**src/scs_pkg.sv**
```systemverilog
// package: register layout, constants and carriers for system control status
// Functional notes
// - event flags set; write one clears each
// - full system reset clears all flags
// - unmasked core interrupt sets priority-active flag
// - watchdog expiry sets flag, always bus error
// - read-only chip-select write sets violation flag
// - two chip selects together set conflict
// - violation bus error only when enabled
// - violation flag set regardless of enable
// - treatment zero: strobe held, grant free
// - treatment one: split strobe, grant withheld
// - no grant during core lock under treatment one; reset zero
// - extra wait bit adds one wait state
// - wait clear: zero waits, exact count
// - conflict bus error only when enabled
// - bus-clear mask gates pending interrupt use
// - access mode zero: asynchronous, three waits
// - 32-bit word at fixed supervisor address
// - freeze, mode, watchdog field positions
// - watchdog errors unacknowledged long cycles
// - count code selects 128 to 16K clocks
// - watchdog enable resets to one
// - mode one: synchronous, one wait with extra
package scs_pkg;
	localparam logic [11:0] SCW_ADDR = 12'h0f4;
	localparam logic [2:0] SUPER_DATA_FC = 3'h5;
	localparam int B_IPA = 27;
	localparam int B_HWT = 26;
	localparam int B_WPV = 25;
	localparam int B_ADC = 24;
	localparam int B_RME = 23;
	localparam int B_EXTERNAL_RISC_REQUEST_ENABLE = 22;
	localparam int B_VGE = 21;
	localparam int B_WRITE_PROTECT_ERROR_ENABLE = 20;
	localparam int B_LOCKED_CYCLE_TREATMENT = 19;
	localparam int B_EXTERNAL_MASTER_EXTRA_WAIT = 18;
	localparam int B_DECODE_CONFLICT_ERROR_ENABLE = 17;
	localparam int B_BUS_CLEAR_MASK = 16;
	localparam int B_FREEZE_WATCHDOG_ENABLE = 15;
	localparam int B_FREEZE_TIMER_TWO_ENABLE = 14;
	localparam int B_FREEZE_TIMER_ONE_ENABLE = 13;
	localparam int B_SAM = 12;
	localparam int B_BUS_WATCHDOG_ENABLE = 11;
	localparam int B_CNT_LO = 8;
	localparam logic [31:0] FLAG_MASK = 32'h0f000000;
	localparam logic [31:0] CTRL_MASK = 32'h00ffff00;
	localparam logic [31:0] SCW_RESET = 32'h00000800;
	localparam int WD_BASE_LOG2 = 7;
	localparam int WD_CNT_W = 15;
	localparam logic [1:0] ASYNC_WAITS = 2'h3;
	localparam logic [1:0] SYNC_WAITS = 2'h0;
	localparam logic [1:0] EXTRA_WAIT = 2'h1;
	typedef struct packed {
		logic irq_pending;
		logic unmasked_irq;
		logic cycle_active;
		logic data_ack;
		logic wr_to_readonly;
		logic [3:0] cs_request;
	} scs_events_s;
	typedef struct packed {
		logic freeze_watchdog_enable;
		logic freeze_timer_two_enable;
		logic freeze_timer_one_enable;
		logic ram_microcode_enable;
		logic external_risc_request_enable;
		logic vector_generation_enable;
	} scs_misc_s;
endpackage

```
**src/scs_watchdog.sv**
```systemverilog
// bus-cycle watchdog counter
`timescale 1ns/1ps
module scs_watchdog (
	input wire logic clk,
	input wire logic reset_n,
	input wire logic enable,
	input wire logic [2:0] count_code,
	input wire logic cycle_active,
	input wire logic data_ack,
	output logic timeout
);
	logic [scs_pkg::WD_CNT_W-1:0] cnt_r;
	logic [scs_pkg::WD_CNT_W-1:0] limit;
	wire running = enable & cycle_active & ~data_ack;
	// 128 << code, minus one since count starts at zero
	assign limit = scs_pkg::WD_CNT_W'(
		(32'd1 << (scs_pkg::WD_BASE_LOG2 + 32'(count_code))) - 32'd1);
	assign timeout = running && (cnt_r == limit);
	always_ff @(posedge clk or negedge reset_n) begin
		if (!reset_n)
			cnt_r <= '0;
		else if (!running || timeout)
			cnt_r <= '0;
		else
			cnt_r <= cnt_r + 1'b1;
	end
endmodule // scs_watchdog

```
**src/scs_control.sv**
```systemverilog
// system control word, event flags, bus error and arbiter policy
`timescale 1ns/1ps
module scs_control (
	input wire logic CLK,
	input wire logic RESET_N,
	input wire logic HALT_N,
	input wire logic SEL,
	input wire logic WRITE,
	input wire logic [11:0] ADDR,
	input wire logic [2:0] FC,
	input wire logic [31:0] WDATA,
	output logic [31:0] RDATA,
	input wire scs_pkg::scs_events_s EVENTS,
	input wire logic LOCKED_CYCLE_SIGNAL,
	input wire logic LOCKED_WRITE_PART,
	input wire logic BUS_REQUEST,
	input wire logic EXT_MASTER,
	input wire logic CS_ACK_CYCLE,
	output logic BUS_ERROR,
	output logic BUS_GRANT,
	output logic BUS_CLEAR,
	output logic SPLIT_STROBE,
	output logic WAIT_WRITE_PART,
	output logic SYNC_ACCESS,
	output logic [1:0] EXT_WAIT_STATES,
	output logic CS_EXTRA_WAIT,
	output logic BUS_WATCHDOG_ENABLE,
	output scs_pkg::scs_misc_s MISC
);
	logic [31:0] scw_r;
	logic [31:0] scw_nxt;
	logic [3:0] flags_r;
	logic [3:0] flags_nxt;
	logic full_reset_r;
	logic grant_r;
	logic locked_hold_r;
	logic bus_error_r;
	logic wd_timeout;
	wire hit = SEL && (ADDR == scs_pkg::SCW_ADDR)
		&& (FC == scs_pkg::SUPER_DATA_FC);
	wire wr_hit = hit && WRITE;
	wire write_protect_error_enable = scw_r[scs_pkg::B_WRITE_PROTECT_ERROR_ENABLE];
	wire locked_cycle_treatment = scw_r[scs_pkg::B_LOCKED_CYCLE_TREATMENT];
	wire external_master_extra_wait = scw_r[scs_pkg::B_EXTERNAL_MASTER_EXTRA_WAIT];
	wire decode_conflict_error_enable = scw_r[scs_pkg::B_DECODE_CONFLICT_ERROR_ENABLE];
	wire bus_clear_mask = scw_r[scs_pkg::B_BUS_CLEAR_MASK];
	wire sync_access_select = scw_r[scs_pkg::B_SAM];
	wire bus_watchdog_enable = scw_r[scs_pkg::B_BUS_WATCHDOG_ENABLE];
	wire [2:0] bus_watchdog_count = scw_r[scs_pkg::B_CNT_LO +: 3];
	function automatic logic multi_hot(input logic [3:0] v);
		multi_hot = (v & (v - 4'h1)) != 4'h0;
	endfunction
	wire conflict = EVENTS.cycle_active
		&& multi_hot(EVENTS.cs_request);
	wire wp_event = EVENTS.wr_to_readonly;
	wire [3:0] set_vec = {EVENTS.unmasked_irq, wd_timeout,
		wp_event, conflict};
	wire [3:0] clr_vec = wr_hit ?
		WDATA[scs_pkg::B_ADC +: 4] : 4'h0;
	// set beats a simultaneous write-one clear so no event is lost
	assign flags_nxt = set_vec | (flags_r & ~clr_vec);
	assign scw_nxt = wr_hit ?
		((WDATA & scs_pkg::CTRL_MASK) | (scw_r & ~scs_pkg::CTRL_MASK))
		: scw_r;
	wire err_nxt = wd_timeout | (wp_event & write_protect_error_enable)
		| (conflict & decode_conflict_error_enable);
	// lock holds grant off only while the locked cycle signal is high; the write part has no effect
	wire lock_active = LOCKED_CYCLE_SIGNAL
		&& (locked_cycle_treatment || locked_hold_r);
	wire clear_req = bus_clear_mask & EVENTS.irq_pending;
	scs_watchdog u_wd (
		.clk(CLK),
		.reset_n(RESET_N),
		.enable(bus_watchdog_enable),
		.count_code(bus_watchdog_count),
		.cycle_active(EVENTS.cycle_active),
		.data_ack(EVENTS.data_ack),
		.timeout(wd_timeout)
	);
	// flags clear on any reset: RESET_N alone, halt plays no part
	always_ff @(posedge CLK or negedge RESET_N) begin
		if (!RESET_N)
			full_reset_r <= 1'b1;
		else
			full_reset_r <= 1'b0;
	end
	always_ff @(posedge CLK or negedge RESET_N) begin
		if (!RESET_N) begin
			scw_r <= scs_pkg::SCW_RESET;
			flags_r <= 4'h0;
		end else begin
			scw_r <= scw_nxt;
			flags_r <= flags_nxt;
		end
	end
	always_ff @(posedge CLK or negedge RESET_N) begin
		if (!RESET_N) begin
			grant_r <= 1'b0;
			locked_hold_r <= 1'b0;
			bus_error_r <= 1'b0;
			RDATA <= 32'h0;
		end else begin
			// grant refused while the core holds a split-treatment locked cycle or a bus clear is pending
			grant_r <= BUS_REQUEST && !lock_active && !clear_req;
			locked_hold_r <= LOCKED_CYCLE_SIGNAL && locked_cycle_treatment
				&& !(LOCKED_WRITE_PART && !LOCKED_CYCLE_SIGNAL);
			bus_error_r <= err_nxt;
			RDATA <= hit ? ((scw_r & scs_pkg::CTRL_MASK)
				| {4'h0, flags_r, 24'h0}) : 32'h0;
		end
	end
	// halt is combined here only to keep the input used; BUS_GRANT reduces to grant_r
	wire unused_halt = HALT_N & full_reset_r;
	assign BUS_ERROR = bus_error_r;
	assign BUS_GRANT = grant_r & ~unused_halt | grant_r;
	assign BUS_CLEAR = clear_req;
	assign SPLIT_STROBE = locked_cycle_treatment & LOCKED_CYCLE_SIGNAL;
	assign WAIT_WRITE_PART = locked_cycle_treatment & LOCKED_WRITE_PART
		& CS_ACK_CYCLE;
	assign SYNC_ACCESS = sync_access_select;
	assign EXT_WAIT_STATES = !EXT_MASTER ? scs_pkg::SYNC_WAITS
		: !sync_access_select ? scs_pkg::ASYNC_WAITS
		: external_master_extra_wait ? scs_pkg::EXTRA_WAIT : scs_pkg::SYNC_WAITS;
	assign CS_EXTRA_WAIT = EXT_MASTER & external_master_extra_wait & CS_ACK_CYCLE;
	assign BUS_WATCHDOG_ENABLE = bus_watchdog_enable;
	assign MISC = '{scw_r[scs_pkg::B_FREEZE_WATCHDOG_ENABLE], scw_r[scs_pkg::B_FREEZE_TIMER_TWO_ENABLE],
		scw_r[scs_pkg::B_FREEZE_TIMER_ONE_ENABLE], scw_r[scs_pkg::B_RME],
		scw_r[scs_pkg::B_EXTERNAL_RISC_REQUEST_ENABLE], scw_r[scs_pkg::B_VGE]};
endmodule // scs_control

```
**config.mk**
```make
export PLATFORM = sky130hd
export DESIGN_NAME = scs_control
export DESIGN_NICKNAME = d
export VERILOG_FILES = /design/src/scs_pkg.sv /design/src/scs_watchdog.sv /design/src/scs_control.sv
export SDC_FILE = /design/constraint.sdc
export NUM_CORES = 1
export LEC_CHECK = 0
export ABC_AREA = 1
export ABC_CLOCK_PERIOD_IN_PS = 1400
export CAP_MARGIN = 40
export CORE_ASPECT_RATIO = 1.2
export CORE_MARGIN = 5
export CORE_UTILIZATION = 40
export CTS_BUF_LIST = sky130_fd_sc_hd__clkbuf_8
export CTS_CLUSTER_SIZE = 28
export DETAILED_ROUTE_END_ITERATION = 12
export DONT_BUFFER_PORTS = 1
export GPL_TIMING_DRIVEN = 0
export SLEW_MARGIN = 10
export SYNTH_ARGS = -nofsm -noshare
export SYNTH_HDL_FRONTEND = slang
export SYNTH_SLANG_ARGS = --single-unit
export TNS_END_PERCENT = 5
```
**constraint.sdc**
```tcl
create_clock -name CLK -period 1.4 [get_ports CLK]
set_input_delay 0.14 -clock CLK [delete_from_list [all_inputs] [get_ports CLK]]
set_output_delay 0.14 -clock CLK [all_outputs]
set_load 0.02 [all_outputs]
```
==> out/results.ini, run 1 <==
[run_status]
status=finished with violations
violations=negative hold slack, negative setup slack

[clock_network]
root_buffer=clkbuf_8
h-tree-depth=3
cts_hold_buf=26
clock_sinks=58
cts_buffer_depth=2
clk-insertion-delay-late_ns=0.33
cts_tree=done
cts_buffers=9
clkTransAtPathRegs_ns=0.07

[placement]
dp.cells=416
dpl_cell_area_um2=2820
place.gp.congestion=0.789
pre_cts_slack_ns=-0.202
io_buffer_count=0
dp_hpwl_um=4290

[sta]
finalSetupViolCount=14
tns_ns=-0.871
min_period_ns=1.48
maxSlewViolCount=0
finalHoldViolations=58
setup_slack_ns=-0.0752
fin_hold_ws_ns=-0.507
max_freq_ghz=0.678
skew_ns=0.00934
rsz0062_at_grt=true
finalCritPeriodShare_pct=105

[layout]
finalNonFillerCells=466
nets=443
syn_to_final_growth_pct=29.5
postLayoutCellArea_um2=3450
antenna_cells=0
layout-drive-gt1-share_pct=19.4
n_fill_cell=602

[logic_synthesis]
ys_types=25
synthTopCellsByArea=dfrtp_1 (53%), nand2_1 (9.7%), nor2_1 (8.7%)
syn_avg_cell_area_um2=8.34
ys_seq_area_share_pct=54.5
yosysWarnings=0
synth_commonest_cells=nand2_1 (69), nor2_1 (62), dfrtp_1 (57)
synth-edff-count=0
synth.most_common_cell=nand2_1
synth_cells=320
synthesis.area_um2=2670
yosys.area.top_type=dfrtp_1
async_reset_ff_share_pct=100
ys.flop_type=dfrtp_1
netlist.area_leader.share_pct=53.5
ys_ff_latch=58

[route]
wl_um=6420
drtAntennaViolNets=0
wl_per_cell_um=13.8
via_per_inst=4.64
first_pass_iters=4
vias=2161
drc=0
drt_iter0_drc=73

[power]
pwr-share-clk_pct=47.3
p_sw_mw=0.747
seq_power_share_pct=47.5
ir_worst_vdd_uv=728
p_leak_nw=1.73
combPwrFrac_pct=5.2
power.density_nw_per_um2=1030
p_int_mw=2.81
swShare_pct=21.0

[floorplan]
dieArea_um2=8410
initial_core_util_pct=41.4
die_y_um=99.5
ios=114
num_rows=32
core_area_um2=6450
die_w_um=84.6

[global_routing]
grtUsageTotal_pct=15.7
grt_pass1_wl_um=10500
overflow=0
antenna_found_initial=0
grt_pass1_vias=2301
grt_max_degree=59

[critical_path]
r2r-start=scw_r[10]
cp-end-kind=flop
cp.required_ns=1.62
rr_worst_depth=10
r2r_slack_ns=-0.08
crit_fanout=9
timing.rr.end=u_wd.cnt_r[3]
critPathArrivalTime_ns=1.70
cp-start-kind=flop
critPathKind=reg2reg

[worst_hold_path]
hp-class=in2async

[job]
drv_cap=0

==> power by group through the flow <==
stage | sequential [mW] | clock (mW) | combinational (mW)
CTS | 1.69 | 1.72 | 0.178
global placement | 1.72 | 0 | 0.113
floorplan | 1.72 | 0 | 0.105
detailed placement | 1.72 | 0 | 0.114
finish | 1.69 | 1.68 | 0.186
global route | 1.69 | 1.79 | 0.203
==> worst max-delay path by stage <==
stage                              from              to  slack [ns]
final                         scw_r[10]   u_wd.cnt_r[3]       -0.08
after global routing      u_wd.cnt_r[0]   u_wd.cnt_r[9]       -0.19
after CTS                 u_wd.cnt_r[0]   u_wd.cnt_r[3]       -0.09
after detailed placement  u_wd.cnt_r[0]   u_wd.cnt_r[3]       -0.20
after global placement    u_wd.cnt_r[0]  u_wd.cnt_r[13]       -0.17
after floorplan           u_wd.cnt_r[0]   u_wd.cnt_r[4]       0.003
==> critical path, stage by stage, from the launching register on <==
cell     delay (ns)
dfrtp_1        0.37
buf_6          0.14
nor2_4         0.09
nor2_1         0.05
nor2_1         0.10
nand2_1        0.06
nor2_2         0.17
nand3_2        0.11
nand2_4        0.10
buf_6          0.13
nor2_1         0.04
==> logic make-up after synthesis <==
group           synth area share, %
simple gates                   23.8
buf+inv                        12.9
flops                          54.5
compound gates                 4.60
xor+xnor                       3.61
fa+ha+maj                     0.469
other cells                   0.141
==> layout by cell type, fill, tap and decap left out, drive strengths merged, types with 3 or more instances in the layout <==
master / n
dlygate4sd3: 26
nand4: 5
inv: 45
dfrtp: 57
nand2: 70
buf: 31
xor2: 9
nor2: 64
nand3b: 3
o21ai: 19
clkbuf: 13
conb: 12
nor3: 3
nand3: 10
a21oi: 4
==> sequential cells by signal (all words and copies together) (netlist names) <==
name           count
RDATA             20
u_wd.cnt_r        15
scw_r             16
flags_r            4
locked_hold_r      1
BUS_ERROR          1
grant_r            1
==> stage by stage <==
stage          utilization (%)  power [mW]
4_1_cts                   52.5        3.59
5_1_grt                   53.6        3.68
3_5_place_dp              43.7        1.84
3_3_place_gp              43.7        1.83
2_1_floorplan                -        1.83
6_report                  53.6        3.56
==> routing by layer <==
metal	vias to the layer above	part of all wire [%]	routed length, um	GRT usage [%]
met5	-	0	0	0
met4	0	2.3	146	7.19
met3	15	6.6	427	5.22
met2	73	53	3390	28.5
met1	1021	38	2460	16.4
li1	1052	-	-	-
==> cell type report <==
type                    count  area (um^2)  area share (%)
flip-flops and latches     58         1450            42.1
clock buffers              10          138            3.99
multi-input cells         203          995            28.8
repair buffers             34          328            9.49
plain buffers              26          184            5.33
clock inverters             6         81.3            2.36
well taps                  85          106            3.08
inverters                  44          168            4.86
==> what timing repair did <==
item                                    CTS  global route
hold endpoints to repair                 80            58
endpoints found under the setup margin   17            20
resized for setup                        10            21
pin swaps                                 4            12
cloned                                    1             0
setup buffers                             6             2
Note: power is estimated with default switching activity, not from simulation.
==> inputs of run 2 (changes only) <==
ABC_AREA = not set   (was 1)
CTS_BUF_LIST = not set   (was sky130_fd_sc_hd__clkbuf_8)
==> run 2 against run 1 <==
Effect of this change: worst hold slack better by 0.0071 ns; cell count down 22%; core utilization shrank 2.7 points; die area shrank 0.76%; the run still ends with negative hold slack, negative setup slack left; design area decreased by 5.0%; clock power down 11%; area after synthesis is 0.84% lower.
==> out/results.ini, run 2 <==
[layout]
most-common-layout-cells=dfrtp_1 (57), dlygate4sd3_1 (23), and2_1 (22)
top_register=RDATA
n_fill_cell=565  ; -6.1%
nets=342  ; -23%
layout-drive-gt1-share_pct=21.4  ; +2.0 points
largestRegisters=RDATA: 20 flops, scw_r: 16 flops, u_wd.cnt_r: 15 flops
antenna_cells=0  ; unchanged
largest_register_ffs=20  ; unchanged
final_common_cell=dfrtp_1
finalNonFillerCells=365  ; -22%
syn_to_final_growth_pct=24.1

[logic_synthesis]
async_reset_ff_share_pct=100  ; unchanged
yosys.area.top_type=dfrtp_1
ys_seq_area_share_pct=54.9  ; +0.46 points
synthesis.area_um2=2650  ; -0.84%
ys_types=47  ; +88%
synth-edff-count=0  ; unchanged
netlist.area_leader.share_pct=53.9  ; +0.46 points
synthTopCellsByArea=dfrtp_1 (54%), and2_1 (5.4%), buf_4 (5.4%)
synth.most_common_cell=dfrtp_1
syn_avg_cell_area_um2=11.5  ; +37%
synth_cells=231  ; -28%
yosysWarnings=0  ; unchanged
ys_ff_latch=58  ; unchanged
synth_commonest_cells=dfrtp_1 (57), and2_1 (23), buf_4 (19)
ys.flop_type=dfrtp_1

[clock_network]
clock_sinks=58  ; unchanged
cts_setup_buffers=0  ; -6
cts_tree=done
cts_buffers=9  ; unchanged
cts_buffer_depth=2  ; unchanged
root_buffer=clkbuf_8
clkTransAtPathRegs_ns=0.06  ; about the same
clk-insertion-delay-late_ns=0.33  ; about the same
h-tree-depth=3  ; unchanged
cts_hold_buf=23  ; -12%

[sta]
skew_ns=0.00644  ; -0.00290 ns
finalSetupViolCount=30  ; +16
setup_slack_ns=-0.613  ; -0.538 ns
max_slew_margin_pct=64.6
fin_hold_ws_ns=-0.500  ; +0.00712 ns
finalHoldViolations=58  ; unchanged
rsz0062_at_grt=true
finalCritPeriodShare_pct=144  ; +38 points
min_period_ns=2.01  ; +0.538 ns
maxSlewViolCount=0  ; unchanged
worst_slew_pin_slew_ns=0.527
max_freq_ghz=0.497  ; -27%

[placement]
place.gp.congestion=0.797  ; +1.1%
dp_hpwl_um=3970  ; -7.5%
io_buffer_count=0  ; unchanged
dp.cells=327  ; -21%

[floorplan]
die_w_um=84.2  ; -0.38%
num_rows=32  ; unchanged
dieArea_um2=8350  ; -0.76%
die_y_um=99.1  ; -0.38%
core_area_um2=6450  ; unchanged
ios=114  ; unchanged
initial_core_util_pct=41.0  ; -0.35 points

[route]
drc=0  ; unchanged
wl_um=5590  ; -13%
via_per_inst=4.83  ; +4.2%
wl_per_cell_um=15.3  ; +11%
vias=1763  ; -18%
drtAntennaViolNets=0  ; unchanged
drt_iter0_drc=90  ; +23%
first_pass_iters=4  ; unchanged

[global_routing]
antenna_found_initial=0  ; unchanged
grt_max_degree=59  ; unchanged
grt_pass1_wl_um=9310  ; -11%
grtUsageTotal_pct=14.2  ; -1.5 points
overflow=0  ; unchanged
grt_pass1_vias=1943  ; -16%

[critical_path]
critPathArrivalTime_ns=2.23  ; +0.53 ns
cp-end-kind=flop
cp.required_ns=1.62  ; about the same
critPathKind=reg2reg
crit_fanout=10  ; +1
cp-start-kind=flop

[power]
power_mw=3.31  ; -7.2%
power.density_nw_per_um2=1010  ; -2.3%
ir_worst_vdd_uv=614  ; -16%
p_leak_nw=1.54  ; -11%

[run_status]
status=finished with violations
violations=negative hold slack, negative setup slack

[worst_hold_path]
hp-class=in2async

[job]
drv_cap=0  ; unchanged

## run 2: cell types whose count changed after synthesis, moves of 4 or more
| cell | change |
|---|---|
| mux2_1 | +10 |
| nand2_1 | -57 |
| nand3_1 | -4 |
| o21ai_1 | -8 |
| inv_1 | -36 |
| o21ai_0 | -5 |
| and2_1 | +23 |
| and3_1 | +6 |
| nor2_1 | -45 |
## run 2: layout make-up
type | count | area [um^2] | share of cell area, %
well taps | 85 | 106 | 3.24
repair buffers | 23 | 230 | 7.01
inverters | 6 | 22.5 | 0.686
flip-flops and latches | 58 | 1450 | 44.3
clock buffers | 13 | 149 | 4.54
multi-input cells | 149 | 1050 | 32.1
clock inverters | 3 | 40.0 | 1.22
plain buffers | 28 | 229 | 6.98
## run 2: logic make-up after synthesis
kind of cell,count (synthesis),share of synthesized area (%)
and+or+nand+nor,85,18.7
DFF,58,54.9
AOI/OAI and AO/OA,23,6.29
xor gates and xnor gates,14,4.64
other,1,0.142
muxes,13,5.53
adders and majority gates,2,0.851
buffers and inverters,35,8.89
## run 2: per-layer routing
metal	global-route usage, %	routed length (um)
met1	16.0	2280
met3	4.93	433
met4	7.80	138
met5	0	0
met2	23.5	2740
## run 2: what timing repair did
item / in CTS / in global routing
pin swaps: 2 / 3
endpoints found under the setup margin: 34 / 37
endpoints found under the hold margin: 80 / 58
gates resized for setup: 15 / 7
## run 2: worst paths after layout
path / end / slack [ns] / startpoint / cells past startpoint
worst max-delay path: u_wd.cnt_r[10] / -0.61 / scw_r[10] / 7
worst min-delay path: u_wd.cnt_r[1] / -0.50 / RESET_N / 0
worst max register to register: u_wd.cnt_r[10] / -0.61 / scw_r[10] / 7
worst min register to register: flags_r[0] / 0.48 / flags_r[0] / 1
max in group asynchronous: scw_r[11] / 1.71 / RESET_N / 0
min in group CLK: grant_r / 0.04 / LOCKED_CYCLE_SIGNAL / 2
## run 2: worst max-delay path, stage by stage, from the launching register on
cell,delay [ns]
dfrtp_1,0.39
buf_6,0.14
or4_1,0.50
nor2_1,0.12
a211oi_1,0.09
o41ai_2,0.37
buf_4,0.24
nor2_1,0.07
## run 2: stage by stage
step / TNS (ns) / util (%) / worst slack [ns] / instance area [um^2] / hold WS (ns)
after floorplan: -12.94 / - / -0.509 / 2690 / -0.156
after CTS: -9.72 / 50.8 / -0.612 / 3270 / -0.525
final: -10.07 / 50.9 / -0.613 / 3280 / -0.500
after detailed placement: -25.13 / 43.4 / -0.660 / 2800 / -0.153
after global placement: -24.55 / 43.4 / -0.659 / 2800 / -0.154
after global routing: -11.99 / 50.9 / -0.667 / 3280 / -0.526
## run 2: power by group
part / total, mW / internal, mW / switching (mW)
Sequential: 1.68 / 1.68 / 0.000568
Combinational: 0.138 / 0.0786 / 0.0593
Clock: 1.49 / 0.867 / 0.623
Total: 3.31 / 2.62 / 0.682
==> inputs of run 3 (changes only) <==
ABC_AREA = 1   (was not set)
==> run 3 against run 2 <==
Effect of this change: the flow still finishes with violations (negative hold slack, negative setup slack); die area up 0.76%; clock power up 13%; setup slack better by 0.54 ns; design area up 5.2%; total power up 7.9%; fmax up 36%; global-route usage up 1.5 points; critical path type unchanged; critical endpoint is now u_wd.cnt_r[3]; largest cell class unchanged; highest routed layer unchanged.
==> out/results.ini, run 3 (synthesis gave the netlist of run 1 again) <==
[sta]
finalSetupViolCount=14  ; -53%
rsz0062_at_grt=true
finalCritPeriodShare_pct=105  ; -38 points
min_period_ns=1.48  ; -0.538 ns
tns_ns=-0.871  ; +9.20 ns
max_freq_ghz=0.678  ; +36%
setup_slack_ns=-0.0752  ; +0.538 ns
maxSlewViolCount=0  ; unchanged
fin_hold_ws_ns=-0.506  ; -0.00596 ns
finalHoldViolations=58  ; unchanged
skew_ns=0.00849  ; +0.00205 ns

[placement]
dp_hpwl_um=4290  ; +8.2%
place.gp.congestion=0.789  ; -1.1%
io_buffer_count=0  ; unchanged
pre_cts_slack_ns=-0.202  ; +0.458 ns

[global_routing]
antenna_found_initial=0  ; unchanged
grt_pass1_vias=2301  ; +18%
grt_max_degree=59  ; unchanged
grt_pass1_wl_um=10500  ; +13%
grtUsageTotal_pct=15.7  ; +1.5 points
overflow=0  ; unchanged

[critical_path]
rr_worst_depth=10  ; +3
crit_slowest_cell=dfrtp_1
r2r-start=scw_r[10]
cp.required_ns=1.62  ; about the same
crit_fanout=9  ; -1
critPathKind=reg2reg
critPathArrivalTime_ns=1.70  ; -0.53 ns
cp_cell_sequence=buf_6, nor2_4, nor2_1, nor2_1, nand2_1, nor2_2, nand3_2, nand2_4, buf_6, nor2_1
max_stage_delay_ns=0.37  ; -0.13 ns
cp-end-kind=flop
r2r_slack_ns=-0.08  ; +0.54 ns
cp-start-kind=flop
timing.rr.end=u_wd.cnt_r[3]
crit_top_cell=nor2_1

[route]
drtAntennaViolNets=0  ; unchanged
drt_iter0_drc=70  ; -22%
drc=0  ; unchanged
vias=2159  ; +22%
wl_um=6420  ; +15%
via_per_inst=4.63  ; -4.1%
wl_per_cell_um=13.8  ; -10%
first_pass_iters=4  ; unchanged

[power]
p_leak_nw=1.72  ; +12%
power.density_nw_per_um2=1030  ; +2.5%
ir_worst_vdd_uv=725  ; +18%

[clock_network]
clock_sinks=58  ; unchanged
cts_tree=done
cts_buffers=9  ; unchanged
root_buffer=clkbuf_8
cts_buffer_depth=2  ; unchanged
clk-insertion-delay-late_ns=0.33  ; about the same
clkTransAtPathRegs_ns=0.07  ; about the same
cts_hold_buf=26  ; +13%
h-tree-depth=3  ; unchanged

[floorplan]
core_area_um2=6450  ; unchanged
num_rows=32  ; unchanged
dieArea_um2=8410  ; +0.76%
ios=114  ; unchanged
initial_core_util_pct=41.4  ; +0.35 points
die_w_um=84.6  ; +0.38%
die_y_um=99.5  ; +0.38%

[run_status]
violations=negative hold slack, negative setup slack
status=finished with violations

[layout]
syn_to_final_growth_pct=29.5
largest_register_ffs=20  ; unchanged
antenna_cells=0  ; unchanged
layout-drive-gt1-share_pct=19.4  ; -2.0 points
top_register=RDATA
fin_util_pct=53.6  ; +2.7 points
largestRegisters=RDATA: 20 flops, scw_r: 16 flops, u_wd.cnt_r: 15 flops
nets=443  ; +30%
final_common_cell=nand2_1
most-common-layout-cells=nand2_1 (65), dfrtp_1 (56), nor2_1 (53)

[worst_hold_path]
hp-class=in2async

[job]
drv_cap=0  ; unchanged

## run 3: layout make-up
cell class | instances | area [um^2]
sequential | 58 | 1450
clock inverter | 5 | 77.6
buffer | 26 | 184
inverter | 44 | 168
multi-input combinational | 203 | 995
fill | 602 | 2990
clock buffer | 11 | 141
tap | 85 | 106
timing repair buffer | 34 | 328
## run 3: where the power goes
| group | internal [mW] | switching [mW] |
|---|---|---|
| logic | 0.0934 | 0.0929 |
| registers | 1.68 | 0.00692 |
| clock network | 1.04 | 0.645 |
## run 3: worst max-delay path by stage
stage	startpoint	end	cells past startpoint
global placement	u_wd.cnt_r[0]	u_wd.cnt_r[13]	9
detailed placement	u_wd.cnt_r[0]	u_wd.cnt_r[3]	9
floorplan	u_wd.cnt_r[0]	u_wd.cnt_r[4]	9
global route	u_wd.cnt_r[0]	u_wd.cnt_r[9]	9
CTS	u_wd.cnt_r[0]	u_wd.cnt_r[3]	9
finish	scw_r[10]	u_wd.cnt_r[3]	10
## run 3: metal layers
layer	track usage (%)	wire, um	part of all wire (%)
met5	0	0	0
met4	7.19	146	2.3
met3	5.22	427	6.7
met2	28.5	3390	53
met1	16.4	2460	38
## run 3: timing repair
action,CTS,global route
endpoints found under the setup margin,17,20
endpoints found under the hold margin,80,58
gates cloned,1,0
buffers inserted,6,2
pin swaps,4,12
gates resized for setup,10,21
## run 3: stage by stage
| step | power, mW | area (um^2) | instances |
|---|---|---|---|
| 2_1_floorplan | 1.83 | 2710 | 331 |
| 3_3_place_gp | 1.83 | 2820 | 416 |
| 3_5_place_dp | 1.84 | 2820 | 416 |
| 4_1_cts | 3.60 | 3380 | 465 |
| 5_1_grt | 3.69 | 3450 | 466 |
| 6_report | 3.57 | 3450 | 466 |
## run 3: critical path, delay by kind of cell (launching register included)
family                 cells  cell delay [ns]
buffers and inverters      2             0.27
DFF                        1             0.37
and+or+nand+nor            8             0.72
